**src/core/batch_setpoint_defines.vh**
```
// Offsets, field positions, kind codes and timing for the batch setpoint logic
`ifndef BATCH_SETPOINT_DEFINES_VH
`define BATCH_SETPOINT_DEFINES_VH

// Register byte offsets
`define REG_CTRL 12'h000
`define REG_CMD 12'h004
`define REG_STATUS 12'h008
`define REG_OUTS 12'h00C
`define REG_TICK 12'h010
`define CFG_PAGE 4'h1

// Control and command bits
`define CTRL_AUTO_BIT 0
`define CMD_START_BIT 0
`define CMD_ABORT_BIT 1
`define CTRL_RESET 1'b0

// Status fields
`define ST_RUN_BIT 0
`define ST_STEP_LSB 8
`define ST_STEP_MSB 12
`define ST_REP_LSB 16
`define ST_REP_MSB 31

// Setpoint config word
`define CFG_W 30
`define CFG_KIND_LSB 0
`define CFG_KIND_MSB 3
`define CFG_VAL_LSB 4
`define CFG_VAL_MSB 19
`define CFG_START_LSB 20
`define CFG_START_MSB 24
`define CFG_END_LSB 25
`define CFG_END_MSB 29
`define SP_IDX_W 5
`define VAL_W 16

// Setpoint kinds
`define KIND_OFF 4'h0
`define KIND_DELAY 4'h1
`define KIND_STANDSTILL_WAIT_STEP 4'h2
`define KIND_REPEAT 4'h3
`define KIND_FILL_JOG_STEP 4'h4
`define KIND_ZERO_CENTRE 4'h5
`define KIND_MOTION 4'h6
`define KIND_RANGE 4'h7
`define KIND_NEG_GROSS 4'h8
`define KIND_NEG_NET 4'h9
`define KIND_BATCH_ACTIVE 4'hA
`define KIND_WATCHDOG 4'hB
`define KIND_CONCUR 4'hC

// Timing
`define CLK_PERIOD_NS 4
`define TICK_TIME_NS 100000000

`endif

```
**src/core/batch_setpoint_step_logic.v**
```verilog
// Batch step sequencer, continuous status setpoints, watchdog and concurrent outputs
//
// Chosen here: the APB register port and the register addresses.
`timescale 1ns/10ps
`include "batch_setpoint_defines.vh"
// How it works
// - A delay step holds the sequence for its value in tenths, then advances.
// - A standstill wait step advances only once the scale is still.
// - A repeat step reruns the sequence until its count is done, then ends.
// - A jog step pulses the previous step's output again before advancing.
// - Zero centre kind drives its output from the zero centre flag.
// - Motion kind drives its output while the scale is not still.
// - Range kind drives its output while the reading is within capacity.
// - Negative gross kind drives its output while gross weight is negative.
// - Negative net kind drives its output while net weight is negative.
// - Batch active kind drives its output while a sequence runs.
// - Status kinds never look at the value field.
// - Watchdog value is the longest time in tenths from start to end step.
// - Watchdog output asserts if the end step is not reached in time.
// - Concurrent with value zero holds output from start step to end step.
// - Concurrent with nonzero value holds output from start step for value tenths.
// - Continuous kinds are re-evaluated every scan whatever step is current.
// - A step output is on while its step runs or while a later jog step pulses it, otherwise off.
module batch_setpoint_step_logic #(
  parameter NUM_SP = 20,
  parameter WEIGHT_W = 24,
  parameter TICK_CYCLES = `TICK_TIME_NS / `CLK_PERIOD_NS
) (
  input wire clk,
  input wire rst,
  input wire psel,
  input wire penable,
  input wire pwrite,
  input wire [11:0] paddr,
  input wire [31:0] pwdata,
  output reg [31:0] prdata,
  output reg pready,
  output reg pslverr,
  input wire scale_still,
  input wire zero_centre_flag,
  input wire capacity_ok_flag,
  input wire [WEIGHT_W-1:0] gross_weight,
  input wire [WEIGHT_W-1:0] net_weight,
  output reg [NUM_SP-1:0] sp_out,
  output reg batch_active_out
);
  localparam [`SP_IDX_W-1:0] LAST_SP = NUM_SP - 1;
  localparam [31:0] TICK_LAST = TICK_CYCLES - 1;

  // Tenth-second time base
  reg [31:0] tick_div;
  reg [`VAL_W-1:0] tick_now;

  // Register state
  reg auto_mode;
  reg cmd_start;
  reg cmd_abort;

  // Sequencer state
  reg running;
  reg [`SP_IDX_W-1:0] cur_step;
  reg [`SP_IDX_W-1:0] prev_step;
  reg [`VAL_W-1:0] rep_count;
  reg [`VAL_W-1:0] step_time;
  reg jog_on;

  // Per setpoint timer state
  reg [NUM_SP-1:0] fired;
  reg [NUM_SP-1:0] armed;
  reg [NUM_SP-1:0] wd_trip;
  reg [`VAL_W-1:0] t_start [0:NUM_SP-1];

  // Scanner
  reg [`SP_IDX_W-1:0] scan_idx;
  reg [`SP_IDX_W-1:0] scan_q;
  reg scan_valid;

  wire [`CFG_W-1:0] cfg;
  wire apb_setup = psel & ~penable;
  wire apb_access = psel & penable;
  wire word_ok = (paddr[1:0] == 2'b00);
  wire cfg_hit = word_ok & (paddr[11:8] == `CFG_PAGE) & (paddr[7:2] < NUM_SP);
  wire reg_hit = word_ok & (paddr[11:8] == 4'h0) & (paddr[7:0] <= `REG_TICK);
  wire hit = cfg_hit | reg_hit;
  wire apb_commit = apb_access & pready & pwrite;
  wire cfg_we = apb_commit & cfg_hit;
  // Bus accesses borrow the table port in setup, so the scan holds that slot a cycle
  wire [`SP_IDX_W-1:0] rd_addr = apb_setup ? paddr[6:2] : scan_idx;

  wire [3:0] kind = cfg[`CFG_KIND_MSB:`CFG_KIND_LSB];
  wire [`VAL_W-1:0] value = cfg[`CFG_VAL_MSB:`CFG_VAL_LSB];
  wire [`SP_IDX_W-1:0] start_sp = cfg[`CFG_START_MSB:`CFG_START_LSB];
  wire [`SP_IDX_W-1:0] end_sp = cfg[`CFG_END_MSB:`CFG_END_LSB];
  wire [`VAL_W-1:0] elapsed_step = tick_now - step_time;
  wire [`VAL_W-1:0] elapsed_sp = tick_now - t_start[scan_q];
  wire [`VAL_W-1:0] jog_len = (value == 16'h0000) ? 16'h0001 : value;
  wire [`VAL_W-1:0] rep_next = rep_count + 16'h0001;
  wire at_step = scan_valid & running & (scan_q == cur_step);
  wire start_hit = ~fired[scan_q] & running & (cur_step == start_sp);

  reg adv;
  reg rep;
  reg jog_now;
  reg run_end;
  reg [31:0] rd_word;

  sp_table #(
    .DEPTH(NUM_SP),
    .AW(`SP_IDX_W),
    .WIDTH(`CFG_W)
  ) u_table (
    .clk(clk),
    .rst(rst),
    .we(cfg_we),
    .waddr(paddr[6:2]),
    .wdata(pwdata[`CFG_W-1:0]),
    .raddr(rd_addr),
    .rdata(cfg)
  );

  always @(posedge clk) begin
    if (rst) begin
      tick_div <= 32'h0000_0000;
      tick_now <= 16'h0000;
    end else if (tick_div >= TICK_LAST) begin
      tick_div <= 32'h0000_0000;
      tick_now <= tick_now + 16'h0001;
    end else begin
      tick_div <= tick_div + 32'h0000_0001;
    end
  end

  // Step decision for the slot of the current step
  always @* begin
    adv = 1'b0;
    rep = 1'b0;
    jog_now = 1'b0;
    run_end = 1'b0;
    if (at_step) begin
      case (kind)
        `KIND_DELAY: begin
          adv = (elapsed_step >= value);
        end
        `KIND_STANDSTILL_WAIT_STEP: begin
          adv = scale_still;
        end
        `KIND_REPEAT: begin
          adv = 1'b1;
          rep = (rep_next < value);
          run_end = ~rep;
        end
        `KIND_FILL_JOG_STEP: begin
          jog_now = 1'b1;
          adv = (elapsed_step >= jog_len);
        end
        default: begin
          // Non-step kinds are passed over at once
          adv = 1'b1;
        end
      endcase
      if (adv & (cur_step == LAST_SP)) begin
        run_end = 1'b1;
      end
    end
  end

  always @(posedge clk) begin
    if (rst) begin
      scan_idx <= {`SP_IDX_W{1'b0}};
      scan_q <= {`SP_IDX_W{1'b0}};
      scan_valid <= 1'b0;
    end else begin
      scan_valid <= ~apb_setup;
      scan_q <= scan_idx;
      if (~apb_setup) begin
        scan_idx <= (scan_idx == LAST_SP) ? {`SP_IDX_W{1'b0}} : scan_idx + 1'b1;
      end
    end
  end

  // Per slot evaluation and sequencer
  always @(posedge clk) begin : engine
    integer k;
    if (rst) begin
      running <= 1'b0;
      cur_step <= {`SP_IDX_W{1'b0}};
      prev_step <= {`SP_IDX_W{1'b0}};
      rep_count <= 16'h0000;
      step_time <= 16'h0000;
      jog_on <= 1'b0;
      fired <= {NUM_SP{1'b0}};
      armed <= {NUM_SP{1'b0}};
      wd_trip <= {NUM_SP{1'b0}};
      sp_out <= {NUM_SP{1'b0}};
      batch_active_out <= 1'b0;
      for (k = 0; k < NUM_SP; k = k + 1) begin
        t_start[k] <= 16'h0000;
      end
    end else begin
      batch_active_out <= running;
      if (scan_valid) begin
        // One output bit per setpoint, so concurrent outputs never share a pin
        case (kind)
          `KIND_OFF: sp_out[scan_q] <= 1'b0;
          `KIND_ZERO_CENTRE: sp_out[scan_q] <= zero_centre_flag;
          `KIND_MOTION: sp_out[scan_q] <= ~scale_still;
          `KIND_RANGE: sp_out[scan_q] <= capacity_ok_flag;
          `KIND_NEG_GROSS: sp_out[scan_q] <= gross_weight[WEIGHT_W-1];
          `KIND_NEG_NET: sp_out[scan_q] <= net_weight[WEIGHT_W-1];
          `KIND_BATCH_ACTIVE: sp_out[scan_q] <= running;
          `KIND_WATCHDOG: begin
            if (start_hit) begin
              fired[scan_q] <= 1'b1;
              armed[scan_q] <= 1'b1;
              t_start[scan_q] <= tick_now;
            end else if (armed[scan_q] & (~running | (cur_step == end_sp))) begin
              armed[scan_q] <= 1'b0;
            end else if (armed[scan_q] & (elapsed_sp >= value)) begin
              armed[scan_q] <= 1'b0;
              wd_trip[scan_q] <= 1'b1;
            end
            sp_out[scan_q] <= wd_trip[scan_q];
          end
          `KIND_CONCUR: begin
            if (start_hit) begin
              fired[scan_q] <= 1'b1;
              armed[scan_q] <= 1'b1;
              t_start[scan_q] <= tick_now;
            end else if (armed[scan_q] & ~running) begin
              armed[scan_q] <= 1'b0;
            end else if (armed[scan_q] & (value == 16'h0000) & (cur_step == end_sp)) begin
              armed[scan_q] <= 1'b0;
            end else if (armed[scan_q] & (value != 16'h0000) & (elapsed_sp >= value)) begin
              armed[scan_q] <= 1'b0;
            end
            sp_out[scan_q] <= start_hit | armed[scan_q];
          end
          default: begin
            // Step output: on only while its own step is current or jogged
            sp_out[scan_q] <= running & ((cur_step == scan_q) |
                                          (jog_on & (prev_step == scan_q)));
          end
        endcase
      end

      if (jog_now & ~adv) begin
        jog_on <= 1'b1;
      end else if (adv) begin
        jog_on <= 1'b0;
      end

      if (cmd_abort) begin
        running <= 1'b0;
        jog_on <= 1'b0;
      end else if (cmd_start & ~running) begin
        running <= 1'b1;
        cur_step <= {`SP_IDX_W{1'b0}};
        rep_count <= 16'h0000;
        step_time <= tick_now;
        fired <= {NUM_SP{1'b0}};
        wd_trip <= {NUM_SP{1'b0}};
      end else if (adv) begin
        step_time <= tick_now;
        if (kind != `KIND_FILL_JOG_STEP) begin
          prev_step <= cur_step;
        end
        if (rep) begin
          rep_count <= rep_next;
          cur_step <= {`SP_IDX_W{1'b0}};
          fired <= {NUM_SP{1'b0}};
        end else if (run_end) begin
          rep_count <= 16'h0000;
          cur_step <= {`SP_IDX_W{1'b0}};
          fired <= {NUM_SP{1'b0}};
          // Auto mode reruns forever; otherwise wait for a new start
          running <= auto_mode;
        end else begin
          cur_step <= cur_step + 1'b1;
        end
      end
    end
  end

  // Read mux
  always @* begin
    rd_word = 32'h0000_0000;
    if (cfg_hit) begin
      rd_word[`CFG_W-1:0] = cfg;
    end else begin
      case (paddr)
        `REG_CTRL: rd_word[`CTRL_AUTO_BIT] = auto_mode;
        `REG_STATUS: begin
          rd_word[`ST_RUN_BIT] = running;
          rd_word[`ST_STEP_MSB:`ST_STEP_LSB] = cur_step;
          rd_word[`ST_REP_MSB:`ST_REP_LSB] = rep_count;
        end
        `REG_OUTS: rd_word[NUM_SP-1:0] = sp_out;
        `REG_TICK: rd_word[`VAL_W-1:0] = tick_now;
        default: rd_word = 32'h0000_0000;
      endcase
    end
  end

  // APB slave: one wait state, read data is registered as pready rises, the write lands on the next edge
  always @(posedge clk) begin
    if (rst) begin
      prdata <= 32'h0000_0000;
      pready <= 1'b0;
      pslverr <= 1'b0;
      auto_mode <= `CTRL_RESET;
      cmd_start <= 1'b0;
      cmd_abort <= 1'b0;
    end else begin
      cmd_start <= 1'b0;
      cmd_abort <= 1'b0;
      if (apb_access & ~pready) begin
        pready <= 1'b1;
        pslverr <= ~hit;
        prdata <= (pwrite | ~hit) ? 32'h0000_0000 : rd_word;
      end else begin
        pready <= 1'b0;
        pslverr <= 1'b0;
      end
      if (apb_commit & reg_hit) begin
        case (paddr)
          `REG_CTRL: auto_mode <= pwdata[`CTRL_AUTO_BIT];
          `REG_CMD: begin
            cmd_start <= pwdata[`CMD_START_BIT];
            cmd_abort <= pwdata[`CMD_ABORT_BIT];
          end
          default: auto_mode <= auto_mode;
        endcase
      end
    end
  end
endmodule // batch_setpoint_step_logic

```
**src/core/sp_table.v**
```verilog
// Setpoint configuration table with one write port and a registered read port
`timescale 1ns/10ps
module sp_table #(
  parameter DEPTH = 20,
  parameter AW = 5,
  parameter WIDTH = 30
) (
  input wire clk,
  input wire rst,
  input wire we,
  input wire [AW-1:0] waddr,
  input wire [WIDTH-1:0] wdata,
  input wire [AW-1:0] raddr,
  output reg [WIDTH-1:0] rdata
);
  reg [WIDTH-1:0] mem [0:DEPTH-1];
  integer i;

  // Cleared on reset so every kind starts as off
  always @(posedge clk) begin
    if (rst) begin
      for (i = 0; i < DEPTH; i = i + 1) begin
        mem[i] <= {WIDTH{1'b0}};
      end
      rdata <= {WIDTH{1'b0}};
    end else begin
      if (we) begin
        mem[waddr] <= wdata;
      end
      rdata <= mem[raddr];
    end
  end
endmodule // sp_table

```
**config.mk**
```make
export PLATFORM = sky130hd
export DESIGN_NAME = batch_setpoint_step_logic
export DESIGN_NICKNAME = d
export VERILOG_FILES = /design/src/core/batch_setpoint_step_logic.v /design/src/core/sp_table.v
export VERILOG_INCLUDE_DIRS = /design/src /design/src/core
export SDC_FILE = /design/constraint.sdc
export NUM_CORES = 2
export LEC_CHECK = 0
export BUFFER_PORTS_ARGS = -buffer_cell sky130_fd_sc_hd__buf_2
export CORE_AREA = 2 2 527 529
export CTS_CLUSTER_DIAMETER = 200
export CTS_CLUSTER_SIZE = 8
export DETAILED_ROUTE_END_ITERATION = 7
export DIE_AREA = 0 0 529 531
export GPL_ROUTABILITY_DRIVEN = 0
export GPL_TIMING_DRIVEN = 0
export PLACE_DENSITY = 0.5
export SYNTH_ARGS = -nofsm -noshare
export SYNTH_HDL_FRONTEND = slang
export SYNTH_SLANG_ARGS = --single-unit
```
**constraint.sdc**
```tcl
create_clock -name clk -period 5.76 [get_ports clk]
set_clock_uncertainty 0.2 [all_clocks]
set_input_delay 0 -clock clk [delete_from_list [all_inputs] [get_ports clk]]
set_output_delay 0 -clock clk [all_outputs]
set_load 0.005 [all_outputs]
```
After elaboration in Yosys (flattened, before gate mapping):

Memory sizes are Yosys's and may differ from the RTL's. A register that Yosys moved wholly into a read port is not among the register bits.
Index checks and enable logic that the tools add are counted.
W data, S select, Z words.

* register bits: 221
* RAM bits: 920
* bits of input ports: 100
* output and inout bits: 55
* word-level logic and storage cells: 248
* memories kept: 2

Memory list
* u_table.mem: words 20, bits a word 30, read ports 1, clocked after memory_dff 1, wr ports 20, line sp_table.v:16 `reg [WIDTH-1:0] mem [0:DEPTH-1];`
* t_start: words 20, bits a word 16, read ports 1, clocked after memory_dff 1, wr ports 20, line batch_setpoint_step_logic.v:71 `` reg [`VAL_W-1:0] t_start [0:NUM_SP-1]; ``

* add/subtract/negate cells: 7
* $lt $le $gt $ge: 9
* equal/unequal tests: 28
* multiplexer cells: 102
* bitwise operators: 53
* reductions and logical operators: 25

Operators with widths (number)
* $mux W20: 22
* $bwmux W20: 9
* $pmux W20 S9: 1
* $mux W16: 9
* $mux W30: 2
* $or A20 B20 Y20: 3
* $ge A16 B16 Y1: 3
* $mux W5: 9
* $and A20 B20 Y20: 2
* $pmux W20 S2: 1
* $mux W1: 36
* $add A16 B1 Y16 const B: 2
* $add A32 B1 Y32 const B: 1
* $ge A32 B25 Y1 const B: 1
* $mux W32: 1
* $sub A16 B16 Y16: 2
* $reduce_or A30 Y1: 1
* $and A1 B1 Y1: 27
* $eq A5 B5 Y1: 5
* $eq A12 B4 Y1 const B: 2
* $eq A4 B4 Y1 const B: 5
* $not A20 Y20: 1
* $eq A4 B3 Y1 const B: 4
* $logic_not A16 Y1: 1
* other kinds (40): 74

Longest topological paths before layout:

* depth in word-level cells: 13
* mapped depth: 28
* depth with buffers taken out: 22

Hierarchy:

A second synthesis with hierarchy kept.

* cell total of the unflattened synthesis: 5253
* area, all modules: 76201.8 sq um

Modules (own cells, without submodules)
* sp_table: times used 1, cells each 2368, area an instance 41708.8 sq um, sequential area each 29428.2 sq um
* batch_setpoint_step_logic: times used 1, cells each 2885, area an instance 34493.1 sq um, sequential area each 19799.0 sq um

Worst setup path before layout:

No wires, ideal clock.

* path type: flip-flop to flip-flop
* from: register scan_q[0]
* to: register (tool-made name)
* library setup time: 91 ps
* arrival: 5608 ps
* data required time: 5469 ps
* setup slack: -139 ps
* stages on the path, launching flop included: 27
* buffers on the path: 7
* clock period less this slack: 5899 ps
* cell sequence: dfxtp_1 buf_6 buf_6 buf_6 buf_6 buf_4 buf_2 mux4_2 a22oi_1 and4_1 ha_1 a21o_1 a21oi_1 o21bai_1 a2111o_1 a31oi_1 o21bai_1 a2111o_1 o211ai_1 ha_1 o2111a_1 nand3_1 nor4_1 a311oi_1 a31oi_1 clkbuf_1 a311oi_1

RTL lines
* start: declaration: line batch_setpoint_step_logic.v:75 `` reg [`SP_IDX_W-1:0] scan_q; ``
* start signal: assignment: line batch_setpoint_step_logic.v:170 `` scan_q <= {`SP_IDX_W{1'b0}}; ``
* start signal: assignment: line batch_setpoint_step_logic.v:174 `scan_q <= scan_idx;`

==> flow_metrics.py <==
metrics = {
    "run_status": {
        "outcome": "finished with violations",
        "violations": "negative hold slack, max-capacitance violations, max-slew violations, negative setup slack",
    },
    "setup_path": {
        "rr_worst_depth": 25,
        "critPathSlowestCell": "a2111o_1",
        "reg2reg_slack_ns": -0.26,
        "setup.worst_path.start": "scan_q[4]$_SDFF_PP0_",
        "arrival_ns": 6.60,
        "cp_top_family": "compound AO/OA/AOI/OAI gates",
        "reg2reg_from": "scan_q[4]$_SDFF_PP0_",
        "cp.required_ns": 6.34,
        "path_depth": 25,
        "max_stage_delay_ns": 0.45,
        "worst-setup-path-type": "reg -> reg",
        "worstSetupEndpointType": "register",
        "crit_fanout": 10,
        "cp_num_buf_inv": 6,
        "critPathLaunchType": "register",
    },
    "clocking": {
        "path_clk_slew_ns": 0.05,
        "cts_made_buffers": 241,
        "cts_tree": "built",
        "cts_root_buf": "clkbuf_16",
        "htreeDepth": 4,
        "clkLatencyLatePin_ns": 0.94,
        "cts_sinks": 1723,
        "clockBufferDepth": 4,
    },
    "yosys": {
        "synth.area.top_cells": "edfxtp_1, mux4_2, dfxtp_1",
        "avgSynthCellArea_um2": 14.2,
        "synthSimpleGateAreaFrac": 0.136,
        "yosysSeqAreaShare": 0.642,
        "synth_top_area_frac": 0.576,
        "async_flop_share": 0,
        "synth_compound_area_frac": 0.0506,
        "synth_ff_type": "edfxtp_1",
        "synth_xor_area_frac": 0.0104,
        "yosysWarningCount": 0,
        "netlist_instances": 5397,
        "ys_types": 80,
        "ys_ff_latch": 1723,
        "yosysMostFrequentCell": "edfxtp_1",
        "synth_area_leader_cell": "edfxtp_1",
        "synth_common_cells": "edfxtp_1, and2_1, mux4_2",
        "synth_top_family_by_area": "simple AND/OR/NAND/NOR gates",
        "synth_edf_count": 1472,
        "synth_area_um2": 76700,
        "synthMuxAreaShare": 0.115,
        "synthAdderAreaFrac": 0.0167,
    },
    "timing": {
        "hold_viol": 1,
        "worstMarginPinSlew_ns": 1.53,
        "final-setup-viol-count": 40,
        "timing.final.crit_share": 1.04,
        "finalMaxSlewViolations": 33,
        "rsz0062_at_grt": "true",
        "maxSlewHeadroom": -0.0173,
        "whs_ns": -0.00637,
        "fin_crit_ns": 6.02,
        "setup_slack_ns": -0.257,
        "tns_ns": -6.95,
        "timing.fmax_ghz": 0.166,
    },
    "layout": {
        "nNetsFinal": 6509,
        "stdcell_count": 9990,
        "drive_gt1_frac": 0.181,
        "n_fill_cell": 26999,
        "area_growth_pct": 21.9,
        "post-route-util": 0.340,
    },
    "hold_path": {
        "hold_path.class": "in -> reg",
    },
    "detailed_routing": {
        "vias": 50226,
        "avgRoutedWirePerCell_um": 26.5,
        "drt-initial-drc-count": 5282,
        "ant_nets": 0,
        "viasPerCell": 5.03,
        "drtPass1Iterations": 6,
        "finalWirelength_um": 264000,
        "drc": 0,
    },
    "global_route": {
        "antenna_found_initial": 20,
        "grt_use_total": 0.185,
        "grt_max_degree": 24,
        "grt_pass1_wl_um": 374000,
        "grt_pass1_vias": 50545,
        "grt-ovfl-total": 0,
    },
    "power": {
        "power_density_nw_per_um2": 318,
        "pwr-share-seq": 0.479,
        "p_total_uw": 29700,
        "combPwrFrac": 0.092,
        "intPower_uw": 22600,
        "switching_share": 0.238,
        "clkPwrFrac": 0.429,
        "p_leak_uw": 0.0338,
        "peakVddDrop_v": 0.000233,
        "p_sw_uw": 7070,
    },
    "place": {
        "pre_cts_ws_ns": -3.37,
        "dp_hpwl_um": 190000,
        "portBuffers": 103,
        "placed_cells": 9524,
    },
    "floorplan": {
        "die_width_um": 529,
        "rows": 193,
        "start_util": 0.279,
        "die-area_um2": 281000,
        "boundaryPins": 155,
        "die_h_um": 531,
        "core_area_um2": 275000,
    },
    "job": {
        "max_cap_viol_count": 2,
    },
}
## repair_timing
| action | 4_1_cts | 5_1_grt |
|---|---|---|
| pin swaps | 36 | 32 |
| hold buffers | 86 | 0 |
| gates cloned | 4 | 4 |
| setup endpoints to repair | 104 | 85 |
| gates resized for setup | 216 | 74 |
| endpoints found under the hold margin | 996 | 0 |
| setup buffers | 44 | 19 |
## per-stage QoR
step	area (um2)	hold WS, ns
floorplan	78100	-0.101
global placement	83200	0.168
detailed placement	84500	0.185
CTS	93000	0.0174
global route	93500	0.0614
finish	93500	-0.00637
## area by class of cell
type | instances | area (um2) | area share
inverter | 80 | 304 | 0.00325
multi-input combinational | 3497 | 27300 | 0.292
antenna | 12 | 30.0 | 0.000321
buffer | 455 | 2610 | 0.0279
timing repair buffer | 310 | 3070 | 0.0329
clock inverter | 3 | 32.5 | 0.000348
sequential | 1723 | 49300 | 0.527
clock buffer | 303 | 6370 | 0.0681
tap | 3607 | 4510 | 0.0483
## state kept, by name, summed over array words and instances, names as in the netlist, 5 cells and up, named ones only
register / cells
tick_div: 32
prev_step: 5
tick_now: 16
rep_count: 16
fired: 20
scan_q: 5
step_time: 16
prdata: 32
u_table.mem: 960
t_start: 512
scan_idx: 5
u_table.rdata: 30
wd_trip: 20
cur_step: 5
## cell families after synthesis
family	Yosys count
simple gates	1963
buf+inv	543
xor+xnor	91
flops	1723
compound gates	567
other cells	1
mux	408
fa+ha+maj	101
## worst min-delay path by stage
stage / startpoint / to / slack (ns) / cells after the start
2_1_floorplan: pwdata[0] / u_table.mem[20][0]$_DFFE_PP_ / -0.10 / 0
3_3_place_gp: pwdata[23] / u_table.mem[22][23]$_DFFE_PP_ / 0.17 / 1
3_5_place_dp: pwdata[23] / u_table.mem[23][23]$_DFFE_PP_ / 0.18 / 1
4_1_cts: paddr[10] / prdata[12]$_SDFFE_PP0P_ / 0.02 / 8
5_1_grt: paddr[6] / u_table.mem[19][20]$_SDFFCE_PN0P_ / 0.06 / 3
6_report: paddr[10] / prdata[12]$_SDFFE_PP0P_ / -0.006 / 8
## worst register-to-register path, delay by kind of cell, from the launching register on
family	cells	cell delay, ns
AO/OA/AOI/OAI	13	2.70
adder cells (fa/ha/maj)	3	0.90
buffers and inverters	6	1.00
flip-flops	1	0.39
AND/OR/NAND/NOR	3	0.70
## metal layers
layer	global-route usage	vias up	routed length (um)
met5	0	-	0
met4	0.0923	0	14500
met3	0.0263	508	15200
met2	0.319	1906	131000
met1	0.226	25874	103000
li1	-	21938	-
## power by group through the flow
stage               Clock, uW  Sequential [uW]  Combinational (uW)
global route            13400            14200                2910
finish                  12700            14200                2720
floorplan                   0            14400                1520
global placement            0            14500                2420
CTS                     13000            14200                2690
detailed placement          0            14500                2510
## cells in the final DEF, fill, tap and decap left out, types with 17 or more instances in the layout
cell type	n
o21ai_2	17
nor3_1	108
nand3_1	139
xor2_1	48
nand4_1	19
buf_8	39
edfxtp_1	1472
mux2i_1	25
buf_16	32
mux4_2	375
nand2_1	364
o21ai_4	21
clkbuf_1	348
a22o_1	23
a311oi_2	18
clkbuf_16	256
conb_1	367
a21oi_1	131
buf_2	193
xnor2_1	43
and3_1	325
a311oi_1	34
ha_1	97
o21ai_0	37
and2_1	568
dfxtp_1	240
dlygate4sd3_1	86
nor4_1	27
a22oi_1	90
nor2b_1	24
inv_1	78
o211ai_1	23
a31oi_1	38
buf_4	69
nor2_1	283
No activity file was read; power rests on OpenSTA's default activity.
